## config.mk

```make
export PLATFORM = sky130hd
export DESIGN_NAME = ptm_timer
export DESIGN_NICKNAME = d
export VERILOG_FILES = /design/src/ptm_pkg.sv /design/src/ptm_edge_if.sv /design/src/ptm_edge_det.sv /design/src/ptm_timer.sv
export SDC_FILE = /design/constraint.sdc
export NUM_CORES = 1
export LEC_CHECK = 0
export ABC_AREA = 1
export BUFFER_PORTS_ARGS = -buffer_cell sky130_fd_sc_hd__buf_2
export CORE_ASPECT_RATIO = 0.75
export CORE_MARGIN = 2
export CORE_UTILIZATION = 49
export DETAILED_ROUTE_END_ITERATION = 10
export GPL_TIMING_DRIVEN = 0
export PLACE_DENSITY = 0.7
export SYNTH_ARGS = -nofsm -noshare
export SYNTH_HDL_FRONTEND = slang
export SYNTH_SLANG_ARGS = --single-unit
```

## constraint.sdc

```tcl
create_clock -name ref_clk -period 3.65 [get_ports ref_clk]
set_clock_uncertainty 0.1 [all_clocks]
set_input_delay 0.73 -clock ref_clk [delete_from_list [all_inputs] [get_ports ref_clk]]
set_output_delay 0.73 -clock ref_clk [all_outputs]
set_load 0.01 [all_outputs]
```

## src/ptm_pkg.sv

```systemverilog
// package of constants, types and register map for the periodic timer block
// What this block does
// - compare mode: match sets none/low/high/toggle
// - pwm mode: inactive, active, pwm, single pulse
// - wide capture, no clear: edge into compare a
// - clear select set: edges split into a/b
// - narrow capture: clock pin edges select capture
// - same level as initial gives no change
// - run rising edge restores initial pin level
// - level bit: initial level or active level
// - single pulse: level bit applies at run rise
// - invert bit inverts output, not in timer mode
// - capture source: capture pin, clock pin, filter
// - clear select: compare a, else period/overflow
// - clear select ignored in pwm/pulse/capture modes
// - capture clear: period match plus edge clears
// - read-only flag shows latest latch edge
// - counter readable only, low and high bytes
// - compare a read/write, bytes reset zero
// - period read/write, bytes reset zero
// - second capture register only on first instance
// - unimplemented bits read as zero
// - mode field: compare, capture, pwm, timer
// - run rise clears counter, fall holds it
package ptm_pkg;
    // register indices, byte address is four times the index
    localparam logic [3:0] PTM_IDX_RUN    = 4'h0; // run control register
    localparam logic [3:0] PTM_IDX_PINCTL = 4'h1; // pin_output_control
    localparam logic [3:0] PTM_IDX_CAPCLR = 4'h2; // capture_clear_control
    localparam logic [3:0] PTM_IDX_CNTL   = 4'h3; // count_low
    localparam logic [3:0] PTM_IDX_CNTH   = 4'h4; // count_high
    localparam logic [3:0] PTM_IDX_CMPAL  = 4'h5; // compare_a_low
    localparam logic [3:0] PTM_IDX_CMPAH  = 4'h6; // compare_a_high
    localparam logic [3:0] PTM_IDX_CAPBL  = 4'h7; // capture_b_low
    localparam logic [3:0] PTM_IDX_CAPBH  = 4'h8; // capture_b_high
    localparam logic [3:0] PTM_IDX_PERL   = 4'h9; // period_low
    localparam logic [3:0] PTM_IDX_PERH   = 4'hA; // period_high
    // field positions inside the pin control byte
    localparam int PTM_F_MODE_HI = 7; // operating mode msb
    localparam int PTM_F_MODE_LO = 6; // operating mode lsb
    localparam int PTM_F_PFS_HI  = 5; // pin function msb
    localparam int PTM_F_PFS_LO  = 4; // pin function lsb
    localparam int PTM_F_OLC     = 3; // output level control
    localparam int PTM_F_INV     = 2; // output invert
    localparam int PTM_F_CSRC    = 1; // capture source select
    localparam int PTM_F_CCLR    = 0; // counter clear select
    localparam logic [7:0] PTM_RESET_BYTE = 8'h00; // reset of every byte
    localparam logic [2:0] PTM_CAPCLR_MASK = 3'h6; // writable capture clear bits
    // operating modes
    typedef enum logic [1:0] {
        PTM_MODE_CMP = 2'h0, // compare match output
        PTM_MODE_CAP = 2'h1, // capture input
        PTM_MODE_PWM = 2'h2, // pwm or single pulse
        PTM_MODE_TMR = 2'h3  // timer/counter
    } ptm_mode_type;
    // pin function codes
    localparam logic [1:0] PTM_PF_00 = 2'h0; // none / inactive / rising
    localparam logic [1:0] PTM_PF_01 = 2'h1; // low / active / falling
    localparam logic [1:0] PTM_PF_10 = 2'h2; // high / pwm / both
    localparam logic [1:0] PTM_PF_11 = 2'h3; // toggle / pulse / disabled
    localparam logic [1:0] PTM_TC_00 = 2'h0; // period match clear only
    localparam logic [1:0] PTM_TC_01 = 2'h1; // plus rising clear
    localparam logic [1:0] PTM_TC_10 = 2'h2; // plus falling clear
    // bus answer states
    typedef enum logic [1:0] {
        PTM_BUS_IDLE = 2'b01, // waiting for request
        PTM_BUS_ACK  = 2'b10  // answer cycle
    } ptm_bus_type;
endpackage : ptm_pkg

```

## src/ptm_edge_if.sv

```systemverilog
// interface carrying sampled edge events from the edge detector
`timescale 1ns/100ps
`default_nettype none
interface ptm_edge_if;
    logic rise; // rising edge seen this cycle
    logic fall; // falling edge seen this cycle
    modport src (output rise, output fall);
    modport dst (input rise, input fall);
endinterface : ptm_edge_if
`default_nettype wire

```

## src/ptm_edge_det.sv

```systemverilog
// edge detector for one synchronous input
`timescale 1ns/100ps
`default_nettype none
module ptm_edge_det (
    input  wire logic   ref_clk,
    input  wire logic   nrst,
    input  wire logic   sig_in,
    ptm_edge_if.src     edg
);
    // previous sample
    typedef struct packed {
        logic prev;
    } ptm_edet_type;
    ptm_edet_type st_r;
    ptm_edet_type st_nxt;
    // next state is the current sample
    always_comb begin
        st_nxt.prev = sig_in;
    end
    // register the sample
    always_ff @(posedge ref_clk or negedge nrst) begin
        if (!nrst) begin
            st_r <= '0;
        end else begin
            st_r <= st_nxt;
        end
    end
    assign edg.rise = sig_in & ~st_r.prev; // low to high
    assign edg.fall = ~sig_in & st_r.prev; // high to low
endmodule : ptm_edge_det
`default_nettype wire

```

## src/ptm_timer.sv

```systemverilog
// periodic timer with pin, compare and capture control and avalon slave
//
// Decided for this implementation: the Avalon-MM interface to the registers and the register addresses.
`timescale 1ns/100ps
`default_nettype none
module ptm_timer
    import ptm_pkg::*;
#(
    parameter int CNT_W   = 16, // counter width, 16 or 10
    parameter bit HAS_CAPB = 1'b1 // second capture register present
) (
    input  wire logic        ref_clk,
    input  wire logic        nrst,
    input  wire logic [3:0]  avs_address,
    input  wire logic        avs_read,
    input  wire logic        avs_write,
    input  wire logic [31:0] avs_writedata,
    input  wire logic [3:0]  avs_byteenable,
    output logic [31:0]      avs_readdata,
    output logic             avs_waitrequest,
    output logic [1:0]       avs_response,
    input  wire logic        count_tick,
    input  wire logic        capture_input_pin,
    input  wire logic        external_clock_pin,
    input  wire logic        filter_out,
    input  wire logic        filter_source_select,
    output logic             timer_out,
    output logic             match_a_pulse,
    output logic             match_p_pulse
);
    // elaboration check of widths
    if (!(CNT_W == 16 || CNT_W == 10)) begin : g_chk
        $error("CNT_W must be 16 or 10");
    end
    if (HAS_CAPB && CNT_W != 16) begin : g_chk2
        $error("second capture needs 16 bits");
    end

    localparam logic [CNT_W-1:0] CNT_MAX = {CNT_W{1'b1}}; // overflow value
    localparam int HI_W = CNT_W - 8; // high byte width

    // all state of the block except the edge detector sample
    typedef struct packed {
        ptm_bus_type       bus;    // bus answer state
        logic [31:0]       rdata;  // read data
        logic              run;    // run control
        logic [7:0]        pinctl; // pin_output_control
        logic [1:0]        tclr;   // capture clear select
        logic              vlf;    // latch edge flag
        logic [CNT_W-1:0]  cnt;    // counter
        logic [CNT_W-1:0]  cmpa;   // compare a
        logic [CNT_W-1:0]  per;    // period
        logic [CNT_W-1:0]  capb;   // second capture value
        logic              pin;    // pre-invert output level
        logic              pwm;    // pwm waveform level
        logic              out;    // registered pin
        logic              ma;     // compare a match pulse
        logic              mp;     // compare p match pulse
    } ptm_state_type;
    ptm_state_type st_r;
    ptm_state_type st_nxt;

    ptm_edge_if cap_edg (); // selected capture source edges
    logic cap_src; // chosen capture source

    // capture source selection
    always_comb begin
        if (CNT_W == 16) begin
            cap_src = st_r.pinctl[PTM_F_CSRC] ?
                      (filter_source_select ? filter_out : external_clock_pin) :
                      capture_input_pin;
        end else begin
            cap_src = external_clock_pin;
        end
    end

    // edge detector on capture source
    ptm_edge_det u_cap_edge (
        .ref_clk (ref_clk),
        .nrst    (nrst),
        .sig_in  (cap_src),
        .edg     (cap_edg)
    );

    logic [1:0]       mode;   // operating mode
    logic [1:0]       pfs;    // pin function select
    logic             olc;    // output level control
    logic             sel;    // bus selects this block
    logic [7:0]       wb;     // written byte
    logic             wr_run; // write to run register
    logic [CNT_W-1:0] cnt_q;  // counter after stepping
    logic             wr_ok;  // write taken this cycle
    logic             cap_a;  // latch into compare a
    logic             cap_b;  // latch into second capture
    logic             eclr;   // capture edge clear
    logic             mat_a;  // compare a match
    logic             mat_p;  // compare p match
    logic             ovf;    // overflow
    logic             clr;    // counter clear
    logic             run_rise; // run control rising
    logic             new_run;  // next run value
    logic [7:0]       rbyte;  // read byte

    // next-state logic
    always_comb begin
        st_nxt  = st_r;
        mode    = st_r.pinctl[PTM_F_MODE_HI:PTM_F_MODE_LO];
        pfs     = st_r.pinctl[PTM_F_PFS_HI:PTM_F_PFS_LO];
        olc     = st_r.pinctl[PTM_F_OLC];
        sel     = avs_read | avs_write;
        wb      = avs_writedata[7:0];
        wr_ok   = avs_write & avs_byteenable[0] & (st_r.bus == PTM_BUS_IDLE);
        wr_run  = wr_ok & (avs_address == PTM_IDX_RUN);
        cap_a   = 1'b0;
        cap_b   = 1'b0;
        eclr    = 1'b0;
        rbyte   = PTM_RESET_BYTE;
        new_run = wr_run ? wb[0] : st_r.run;
        // comparators on current count
        mat_a = st_r.run & count_tick & (st_r.cnt == st_r.cmpa);
        mat_p = st_r.run & count_tick & (st_r.cnt == st_r.per);
        ovf   = st_r.run & count_tick & (st_r.cnt == CNT_MAX);
        // capture edges
        if (mode == PTM_MODE_CAP && st_r.run) begin
            if (CNT_W == 16 && st_r.tclr == PTM_TC_00) begin
                unique case (pfs)
                    PTM_PF_00: cap_a = cap_edg.rise;
                    PTM_PF_01: cap_a = cap_edg.fall;
                    PTM_PF_10: cap_a = cap_edg.rise | cap_edg.fall;
                    PTM_PF_11: cap_a = 1'b0;
                endcase
            end else if (CNT_W == 16) begin
                unique case (pfs)
                    PTM_PF_00: cap_b = cap_edg.rise;
                    PTM_PF_01: cap_a = cap_edg.fall;
                    PTM_PF_10: begin
                        cap_a = cap_edg.fall;
                        cap_b = cap_edg.rise;
                    end
                    PTM_PF_11: cap_a = 1'b0;
                endcase
                cap_b = cap_b & HAS_CAPB;
            end else begin
                unique case (pfs)
                    PTM_PF_00: cap_a = cap_edg.rise;
                    PTM_PF_01: cap_a = cap_edg.fall;
                    PTM_PF_10: cap_a = cap_edg.rise | cap_edg.fall;
                    PTM_PF_11: cap_a = 1'b0;
                endcase
            end
            unique case (st_r.tclr)
                PTM_TC_00: eclr = 1'b0;
                PTM_TC_01: eclr = cap_edg.rise;
                PTM_TC_10: eclr = cap_edg.fall;
                default:   eclr = cap_edg.rise | cap_edg.fall;
            endcase
        end
        // counter clear choice
        if (mode == PTM_MODE_CMP || mode == PTM_MODE_TMR) begin
            clr = st_r.pinctl[PTM_F_CCLR] ? mat_a :
                  ((st_r.per == '0) ? ovf : mat_p);
        end else if (mode == PTM_MODE_CAP) begin
            clr = mat_p | eclr;
        end else begin
            clr = mat_p;
        end
        // counter stepping
        cnt_q = st_r.cnt;
        if (st_r.run && count_tick) begin
            cnt_q = clr ? '0 : st_r.cnt + 1'b1;
        end
        if (eclr) begin
            cnt_q = '0;
        end
        // single pulse stops the run bit on compare a
        if (mode == PTM_MODE_PWM && pfs == PTM_PF_11 && mat_a) begin
            new_run = 1'b0;
        end
        run_rise = new_run & ~st_r.run;
        st_nxt.cnt = run_rise ? '0 : cnt_q;
        st_nxt.run = new_run;
        st_nxt.ma  = mat_a;
        st_nxt.mp  = mat_p;
        // capture latches
        if (cap_a) begin
            st_nxt.cmpa = st_r.cnt;
            st_nxt.vlf  = cap_edg.rise;
        end
        if (cap_b) begin
            st_nxt.capb = st_r.cnt;
            st_nxt.vlf  = 1'b1;
        end
        // pwm waveform, duty at or above period is full
        if (st_r.run && count_tick) begin
            if (clr) begin
                st_nxt.pwm = 1'b1;
            end else if (mat_a && st_r.cmpa < st_r.per) begin
                st_nxt.pwm = 1'b0;
            end
        end
        // output pin level per mode
        if (run_rise) begin
            st_nxt.pin = olc;
            st_nxt.pwm = 1'b1;
        end else if (mode == PTM_MODE_CMP && mat_a) begin
            unique case (pfs)
                PTM_PF_00: st_nxt.pin = st_r.pin;
                PTM_PF_01: st_nxt.pin = 1'b0;
                PTM_PF_10: st_nxt.pin = 1'b1;
                PTM_PF_11: st_nxt.pin = ~st_r.pin;
            endcase
        end else if (mode == PTM_MODE_PWM) begin
            unique case (pfs)
                PTM_PF_00: st_nxt.pin = ~olc;
                PTM_PF_01: st_nxt.pin = olc;
                PTM_PF_10: st_nxt.pin = st_nxt.pwm ? olc : ~olc;
                PTM_PF_11: st_nxt.pin = new_run ? olc : ~olc;
            endcase
        end
        st_nxt.out = (mode == PTM_MODE_TMR) ? 1'b0 :
                     (st_nxt.pin ^ st_r.pinctl[PTM_F_INV]);
        // register writes; software
        if (wr_ok) begin
            unique case (avs_address)
                PTM_IDX_PINCTL: st_nxt.pinctl = wb;
                PTM_IDX_CAPCLR: begin
                    if (HAS_CAPB) begin
                        st_nxt.tclr = wb[2:1];
                    end
                end
                PTM_IDX_CMPAL:  st_nxt.cmpa[7:0] = wb;
                PTM_IDX_CMPAH:  st_nxt.cmpa[CNT_W-1:8] = wb[HI_W-1:0];
                PTM_IDX_PERL:   st_nxt.per[7:0] = wb;
                PTM_IDX_PERH:   st_nxt.per[CNT_W-1:8] = wb[HI_W-1:0];
                PTM_IDX_CAPBL:  begin
                    if (HAS_CAPB) begin
                        st_nxt.capb[7:0] = wb;
                    end
                end
                PTM_IDX_CAPBH:  begin
                    if (HAS_CAPB) begin
                        st_nxt.capb[CNT_W-1:8] = wb[HI_W-1:0];
                    end
                end
                default: st_nxt.rdata = st_nxt.rdata; // counter not writable
            endcase
        end
        // read multiplexer, unused bits zero
        unique case (avs_address)
            PTM_IDX_RUN:    rbyte = {7'h00, st_r.run};
            PTM_IDX_PINCTL: rbyte = st_r.pinctl;
            PTM_IDX_CAPCLR: rbyte = HAS_CAPB ?
                                {5'h00, st_r.tclr, st_r.vlf} : PTM_RESET_BYTE;
            PTM_IDX_CNTL:   rbyte = st_r.cnt[7:0];
            PTM_IDX_CNTH:   rbyte = 8'(st_r.cnt[CNT_W-1:8]);
            PTM_IDX_CMPAL:  rbyte = st_r.cmpa[7:0];
            PTM_IDX_CMPAH:  rbyte = 8'(st_r.cmpa[CNT_W-1:8]);
            PTM_IDX_CAPBL:  rbyte = HAS_CAPB ? st_r.capb[7:0] : PTM_RESET_BYTE;
            PTM_IDX_CAPBH:  rbyte = HAS_CAPB ? 8'(st_r.capb[CNT_W-1:8]) : PTM_RESET_BYTE;
            PTM_IDX_PERL:   rbyte = st_r.per[7:0];
            PTM_IDX_PERH:   rbyte = 8'(st_r.per[CNT_W-1:8]);
            default:        rbyte = PTM_RESET_BYTE;
        endcase
        // bus handshake: one wait cycle then answer
        unique case (st_r.bus)
            PTM_BUS_IDLE: begin
                if (sel) begin
                    st_nxt.bus   = PTM_BUS_ACK;
                    st_nxt.rdata = {24'h00_0000, rbyte};
                end
            end
            PTM_BUS_ACK: begin
                st_nxt.bus = PTM_BUS_IDLE;
            end
            default: st_nxt.bus = PTM_BUS_IDLE;
        endcase
    end

    // state register
    always_ff @(posedge ref_clk or negedge nrst) begin
        if (!nrst) begin
            st_r     <= '0;
            st_r.bus <= PTM_BUS_IDLE;
        end else begin
            st_r <= st_nxt;
        end
    end

    // outputs straight from flip-flops
    always_comb begin
        avs_readdata    = st_r.rdata;
        avs_waitrequest = (st_r.bus != PTM_BUS_ACK);
        avs_response    = 2'h0;
        timer_out       = st_r.out;
        match_a_pulse   = st_r.ma;
        match_p_pulse   = st_r.mp;
    end
endmodule : ptm_timer
`default_nettype wire

```

==> metrics.md, run 1 <==
| Metric | Value |
|---|---|
| Max H-tree Level | 3 |
| Setup bufs post-CTS | 0 |
| Crit Path Category | in -> reg |
| Synthesized area | 6060 um2 |
| Cts-stage hold buffer count | 0 |
| CTS clk-pin slew, worst paths | 0.07 ns |
| Register area share after synthesis | 0.380 |
| Drt initial violations | 817 |
| Synth area leaders | dfrtp_1 (38%), nand2_1 (10%), o22ai_1 (6.4%), o21ai_0 (6.1%), nor2_1 (5.8%) |
| WL/cell | 19.2 um |
| Fraction of layout cells with a size suffix above 1 | 0.148 |
| Area Overhead vs Synth | 13.9% |
| Critical path peak fanout | 10 |
| Wl on met1 | 9070 um |
| R2R Setup Slk | 0.74 ns |
| First-pass GRT wire length | 30900 um |
| Max-slew headroom | 0.553 |
| Clk_lat worst skew | 0.35 ns |
| Row Count | 35 |
| Req. time, crit path | 3.82 ns |
| Yosys warns | 0 |
| Clock Tree Buf Depth | 2 |
| DRC violation count after routing | 0 |
| Data arrival time of the critical path | 3.08 ns |
| Slew Limit Fails | 0 |
| Status | finished clean |
| Post-synth EDFFs | 0 |
| Post-synth top area share | 0.376 |
| Critical Path Source Type | input pin |
| Avg Cell Area, Syn | 7.49 um2 |
| Total track usage | 0.314 |
| Asr flop ratio synth | 1.00 |
| ANT nets after route | 0 |
| Grt total ovfl | 0 |
| Final hold violations | 0 |
| Synthesized flop and latch total | 92 |
| P per Cell Area | 653 nW/um2 |
| Diode count | 0 |
| Gpl congestion | 0.994 |
| Root buf cell | clkbuf_16 |
| Vias | 5931 |
| Kind of end point of the critical path | flop |
| Die height | 100 um |
| Final worst-path cycle share | 0.798 |
| Vias in the first global route | 5223 |
| Initial Util | 0.498 |
| Main synth FF type | dfrtp_1 |
| Met2 WL | 7670 um |
| Final WL | 20200 um |
| Die area | 13300 um2 |
| # nets final | 954 |
| Via density | 5.65 |
| Pre-CTS setup slack | 0.383 ns |
| Core Box Area | 12200 um2 |
| Final setup TNS | 0 ns |
| CTS sink cnt | 92 |
| Final worst slack | 0.738 ns |
| Tmin final | 2.91 ns |
| Die X | 132 um |
| DR pass1 iterations | 6 |
| Fmax achieved | 0.343 GHz |
| Unrepaired setup endpoints after global routing | no |
| Hpwl dp | 15400 um |
| Routed length on met3 | 2700 um |
| Post-synth top cells | nand2_1 (166), nor2_1 (94), dfrtp_1 (91), inv_1 (82), o21ai_0 (74) |
| Mapped Cells | 809 |
| Final Setup Violations | 0 |
| Peak supply drop | 0.319 mV |
| Io pins | 87 |
| Worst slew pin tran | 0.669 ns |
| Count leader, synth | nand2_1 |
| Area leader, netlist | dfrtp_1 |
| Max_cap viols | 0 |
| CTS resizes | 0 |
| Initial antenna violation count | 0 |
| Synth unique cells | 44 |
| Pin count of the biggest net entering global routing | 52 |
| LEAKAGE | 0.00341 uW |
| Worst min path class | in -> async |
| Top Metal Used | met4 |
| CTS buffer count | 9 |
| CTS tree | built |
| PortBufs | 33 |
## flip-flops by register name (all words and copies together) (netlist names)
signal / cells
timer_out: 1
olc: 1
st_r: 75
match_p_pulse: 1
pfs: 2
avs_readdata: 8
mode: 2
match_a_pulse: 1
u_cap_edge.st_r: 1
## worst paths after layout
path / end / start / cells past startpoint
min in group ref_clk: avs_readdata[3]$_DFFE_PN0P_ / avs_readdata[3]$_DFFE_PN0P_ / 1
worst min-delay path: st_r[31]$_DFFE_PN0P_ / nrst / 1
worst max register to register: st_r[47]$_DFF_PN0_ / st_r[73]$_DFFE_PN0P_ / 11
worst max-delay path: st_r[47]$_DFF_PN0_ / capture_input_pin / 13
max in group asynchronous: st_r[72]$_DFFE_PN0P_ / nrst / 2
worst min register to register: avs_readdata[3]$_DFFE_PN0P_ / avs_readdata[3]$_DFFE_PN0P_ / 1
## worst max-delay path, stage by stage
cell and delay (ns):
buf_2 0.08, inv_1 0.03, o21ai_0 0.31, inv_1 0.08, ha_1 0.32, o21ai_0 0.13
o21ai_0 0.09, a21oi_1 0.14, nand2_1 0.24, inv_1 0.27, clkbuf_1 0.41, nor2_1 0.08
o22ai_1 0.15
## layer usage
layer | vias up | global-route usage
met4 | 0 | 0.116
met1 | 2727 | 0.469
met3 | 62 | 0.0960
met2 | 345 | 0.422
met5 | - | 0
li1 | 2797 | -
## per-stage QoR
stage	total power, uW	instance area [um2]	std cells	hold WS (ns)	util
finish	4510	6910	1050	0.270	0.567
global route	4820	6910	1050	0.312	0.567
CTS	4460	6910	1050	0.292	0.567
detailed placement	3360	6560	1034	0.367	0.539
global placement	3340	6530	1033	0.364	0.536
floorplan	2810	6160	834	0.334	-
## where the power goes
group	switching [uW]	internal, uW	leakage (uW)
combinational	994	689	0.00203
sequential	419	1310	0.00122
clock	422	673	0.000166
total	1840	2680	0.00341
## layout by cell type (no fill, tap or decap), types with 4 or more instances in the layout
master,netlist,routed
a21oi_1,14,14
a221oi_1,18,18
a31oi_1,4,4
buf_2,5,37
buf_4,36,37
clkbuf_1,12,12
clkbuf_16,0,9
conb_1,1,26
dfrtp_1,91,91
ha_1,26,26
inv_1,82,82
inv_2,15,15
nand2_1,166,166
nand2_2,7,7
nand3_1,24,24
nand3_2,6,6
nand4_1,6,6
nor2_1,94,94
nor3_1,12,12
o21ai_0,74,74
o22ai_1,62,62
xnor2_1,9,9
xor2_1,11,11
## cell type report
class | instances | area, um2
fill | 1165 | 5270
clock inverter | 7 | 120
clock buffer | 9 | 225
multi-input combinational | 589 | 3130
timing repair buffer | 34 | 195
tap | 166 | 208
buffer | 53 | 340
sequential | 92 | 2300
inverter | 100 | 379
## cells by family (layout without fill, tap and decap cells)
group                      after synthesis  in the layout  share of synthesized area
xor gates and xnor gates                20             20                     0.0289
other                                    1             26                   0.000618
adders and majority gates               26             26                     0.0537
DFF                                     92             92                      0.380
muxes                                    1              1                    0.00165
AOI/OAI and AO/OA                      184            184                      0.181
and+or+nand+nor                        332            332                      0.236
buffers and inverters                  153            203                      0.119
No activity file was read; power rests on OpenSTA's default activity.
==> run 2, diff against run 1 <==
--- a/config.mk
+++ b/config.mk
@@ -12,7 +12,7 @@
 export CORE_UTILIZATION = 49
 export DETAILED_ROUTE_END_ITERATION = 10
 export GPL_TIMING_DRIVEN = 0
-export PLACE_DENSITY = 0.7
+export PLACE_DENSITY = 0.73
 export SYNTH_ARGS = -nofsm -noshare
 export SYNTH_HDL_FRONTEND = slang
 export SYNTH_SLANG_ARGS = --single-unit
==> constraint.sdc (replaced) <==
create_clock -name ref_clk -period 2.4 [get_ports ref_clk]
set_clock_uncertainty 0.1 [all_clocks]
set_input_delay 0.48 -clock ref_clk [delete_from_list [all_inputs] [get_ports ref_clk]]
set_output_delay 0.48 -clock ref_clk [all_outputs]
set_load 0.01 [all_outputs]
==> run 2 against run 1 <==
Compared with the run above: register-to-register slack got worse by 0.82 ns; first-iteration DRC count increased by 19%; highest routed layer unchanged; count of clock-buffer cells in the layout increased by 1; non-clock buffer count increased by 48; the run now ends with setup timing left; critical endpoint is now timer_out$_DFF_PN0_.
==> metrics.md, run 2 (synthesis gave the netlist of run 1 again) <==
| Metric | Value |
|---|---|
| Worst slew pin tran | 0.717 ns (+0.0487 ns) |
| Vias | 6294 (+6.1%) |
| Slew Limit Fails | 0 (unchanged) |
| PortBufs | 33 (unchanged) |
| CTS tree | built |
| CTS clk-pin slew, worst paths | 0.07 ns (about the same) |
| Data arrival time of the critical path | 2.65 ns (-0.43 ns) |
| Final WL | 21800 um (+8.3%) |
| Placed Cells | 1034 (unchanged) |
| Critical path peak fanout | 5 (-5) |
| Critical Path Start | st_r[62]$_DFFE_PN0P_ |
| Clock power share | 0.208 (-0.035) |
| Combinational share of power | 0.417 (+0.044) |
| Peak supply drop | 0.483 mV (+52%) |
| Vias in the first global route | 5576 (+6.8%) |
| Fillers | 1121 (-3.8%) |
| Fraction of layout cells with a size suffix above 1 | 0.253 (+0.105) |
| Worst hold slack | 0.0539 ns (-0.216 ns) |
| Multi-input gate area | 3350 um2 (+6.7%) |
| WL/cell | 19.9 um (+3.5%) |
| Final Setup Violations | 1 (+1) |
| Via density | 5.73 (+1.5%) |
| Drt initial violations | 972 (+19%) |
| Diode count | 0 (unchanged) |
| Filler-free cell count of the finished design | 1098 (+4.6%) |
| Pre-CTS setup slack | -0.598 ns (-0.981 ns) |
| Crit Path Category | reg -> reg |
| DRC violation count after routing | 0 (unchanged) |
| Final worst-path cycle share | 1.03 |
| Die height | 100 um (unchanged) |
| Final worst slack | -0.0793 ns (-0.817 ns) |
| # nets final | 1002 (+5.0%) |
| CP Capture Point | timer_out$_DFF_PN0_ |
| Reg area | 2330 um2 (+1.1%) |
| Die X | 132 um (unchanged) |
| Grt total ovfl | 0 (unchanged) |
| Io pins | 87 (unchanged) |
| Final hold violations | 0 (unchanged) |
| Max-slew headroom | 0.520 (-0.0326) |
| Sw power | 3040 uW (+66%) |
| Pin count of the biggest net entering global routing | 48 (-7.7%) |
| Hpwl dp | 15600 um (+1.2%) |
| Largest reg by FF count | st_r |
| ANT nets after route | 0 (unchanged) |
| Int Power | 4130 uW (+54%) |
| Initial antenna violation count | 0 (unchanged) |
| Critical Path Source Type | flop |
| Kind of end point of the critical path | flop |
| Status | finished with violations |
| R2r worst-path depth | 18 (+7) |
| P per Cell Area | 949 nW/um2 (+45%) |
| Die area | 13300 um2 (unchanged) |
| Clk_lat worst skew | 0.35 ns (about the same) |
| Initial Util | 0.498 (unchanged) |
| Fmax achieved | 0.403 GHz |
| Unrepaired setup endpoints after global routing | yes |
| Most frequent cells in the layout | nand2_1 (163), nor2_1 (89), buf_4 (84) |
| Max H-tree Level | 3 (unchanged) |
| First-pass GRT wire length | 32700 um (+5.8%) |
| LEAKAGE | 0.00367 uW (+7.4%) |
| Most common cell after layout, fill and taps aside | nand2_1 |
| R2R Setup Slk | -0.08 ns (-0.82 ns) |
| Tmin final | 2.48 ns |
| Number of flip-flops in the largest register | 75 (unchanged) |
| Root buf cell | clkbuf_16 |
| Seq pwr share | 0.375 (-0.009) |
| Core Box Area | 12200 um2 (unchanged) |
| Failing checks | setup timing |
| Req. time, crit path | 2.57 ns (-1.25 ns) |
| Clock Tree Buf Depth | 2 (unchanged) |
| CTS sink cnt | 92 (unchanged) |
| Reg-to-Reg Start | st_r[62]$_DFFE_PN0P_ |
| Max_cap viols | 0 (unchanged) |
| CTS buffer count | 9 (unchanged) |
| Row Count | 35 (unchanged) |
| Total track usage | 0.328 (+0.0144) |
| Area Overhead vs Synth | 24.6% |
| Worst min path class | in -> async |
| Gpl congestion | 1.01 (+2.1%) |
| Sw Ratio | 0.424 (+0.0175) |
| DR pass1 iterations | 6 (unchanged) |
| Worst reg2reg endpoint | timer_out$_DFF_PN0_ |
[run 2: cell types whose count changed in the layout (fill, tap and decap cells not counted), moves of 5 or more]
cell,change
buf_4,+47
dfrtp_1,-21
dfrtp_2,+21
buf_6,+7
o21ai_0,-7
o21ai_1,+6
buf_2,-5
nand3_1,-5
nor2_1,-5
[run 2: worst min-delay path by stage]
stage                                       end
global route            match_p_pulse$_DFF_PN0_
detailed placement  avs_readdata[3]$_DFFE_PN0P_
global placement    avs_readdata[3]$_DFFE_PN0P_
finish                  match_p_pulse$_DFF_PN0_
floorplan           avs_readdata[0]$_DFFE_PN0P_
CTS                     match_p_pulse$_DFF_PN0_
[run 2: area by class of cell]
cell class,instances,share of cell area
plain buffers,52,0.0507
clock buffers,10,0.0316
clock inverters,6,0.00927
inverters,100,0.0518
multi-input cells,589,0.443
flip-flops and latches,92,0.308
well taps,166,0.0275
repair buffers,83,0.0778
[run 2: worst max-delay path, stage by stage (launching register included)]
cell,delay (ns)
dfrtp_2,0.45
inv_2,0.11
nand2_1,0.11
nand2_1,0.06
nor3b_1,0.16
nand3_1,0.16
nor2_4,0.26
nand3_4,0.15
nand2_4,0.11
nand3_1,0.10
nand3_2,0.08
nand2_1,0.05
nand2_1,0.05
nand2_1,0.05
nand2_2,0.08
nand2_2,0.07
nand3_2,0.06
nand2_1,0.06
nor2_2,0.12
[run 2: timing repair]
item	4_1_cts	5_1_grt
endpoints found under the setup margin	32	39
pin swaps	7	11
setup buffers	18	31
resized for setup	49	47
hold buffers	0	0
hold endpoints to repair	0	0
[run 2: layer usage]
layer  global-route usage  wire, um  up-vias  part of all wire
met5                    0         0        -                 0
met4               0.0902       618        0             0.028
met3               0.0929      2970       60              0.14
met2                0.467      8810      415              0.40
met1                0.487      9440     2923              0.43
li1                     -         -     2896                 -
[run 2: power by group through the flow]
stage	Combinational (uW)	Clock, uW	Sequential [uW]
3_3_place_gp	2490	0	2610
6_report	2990	1490	2690
5_1_grt	3340	1570	2710
2_1_floorplan	1930	0	2350
4_1_cts	2720	1500	2600
3_5_place_dp	2530	0	2610
[run 2: metrics by stage]
stage | area, um2 | util | TNS, ns | total power, uW
final | 7550 | 0.621 | -0.0793 | 7170
after global routing | 7550 | 0.621 | -1.41 | 7620
after CTS | 7180 | 0.590 | -0.0480 | 6820
after detailed placement | 6570 | 0.539 | -13.08 | 5150
after global placement | 6540 | 0.537 | -24.91 | 5110
after floorplan | 6160 | - | 0 | 4280
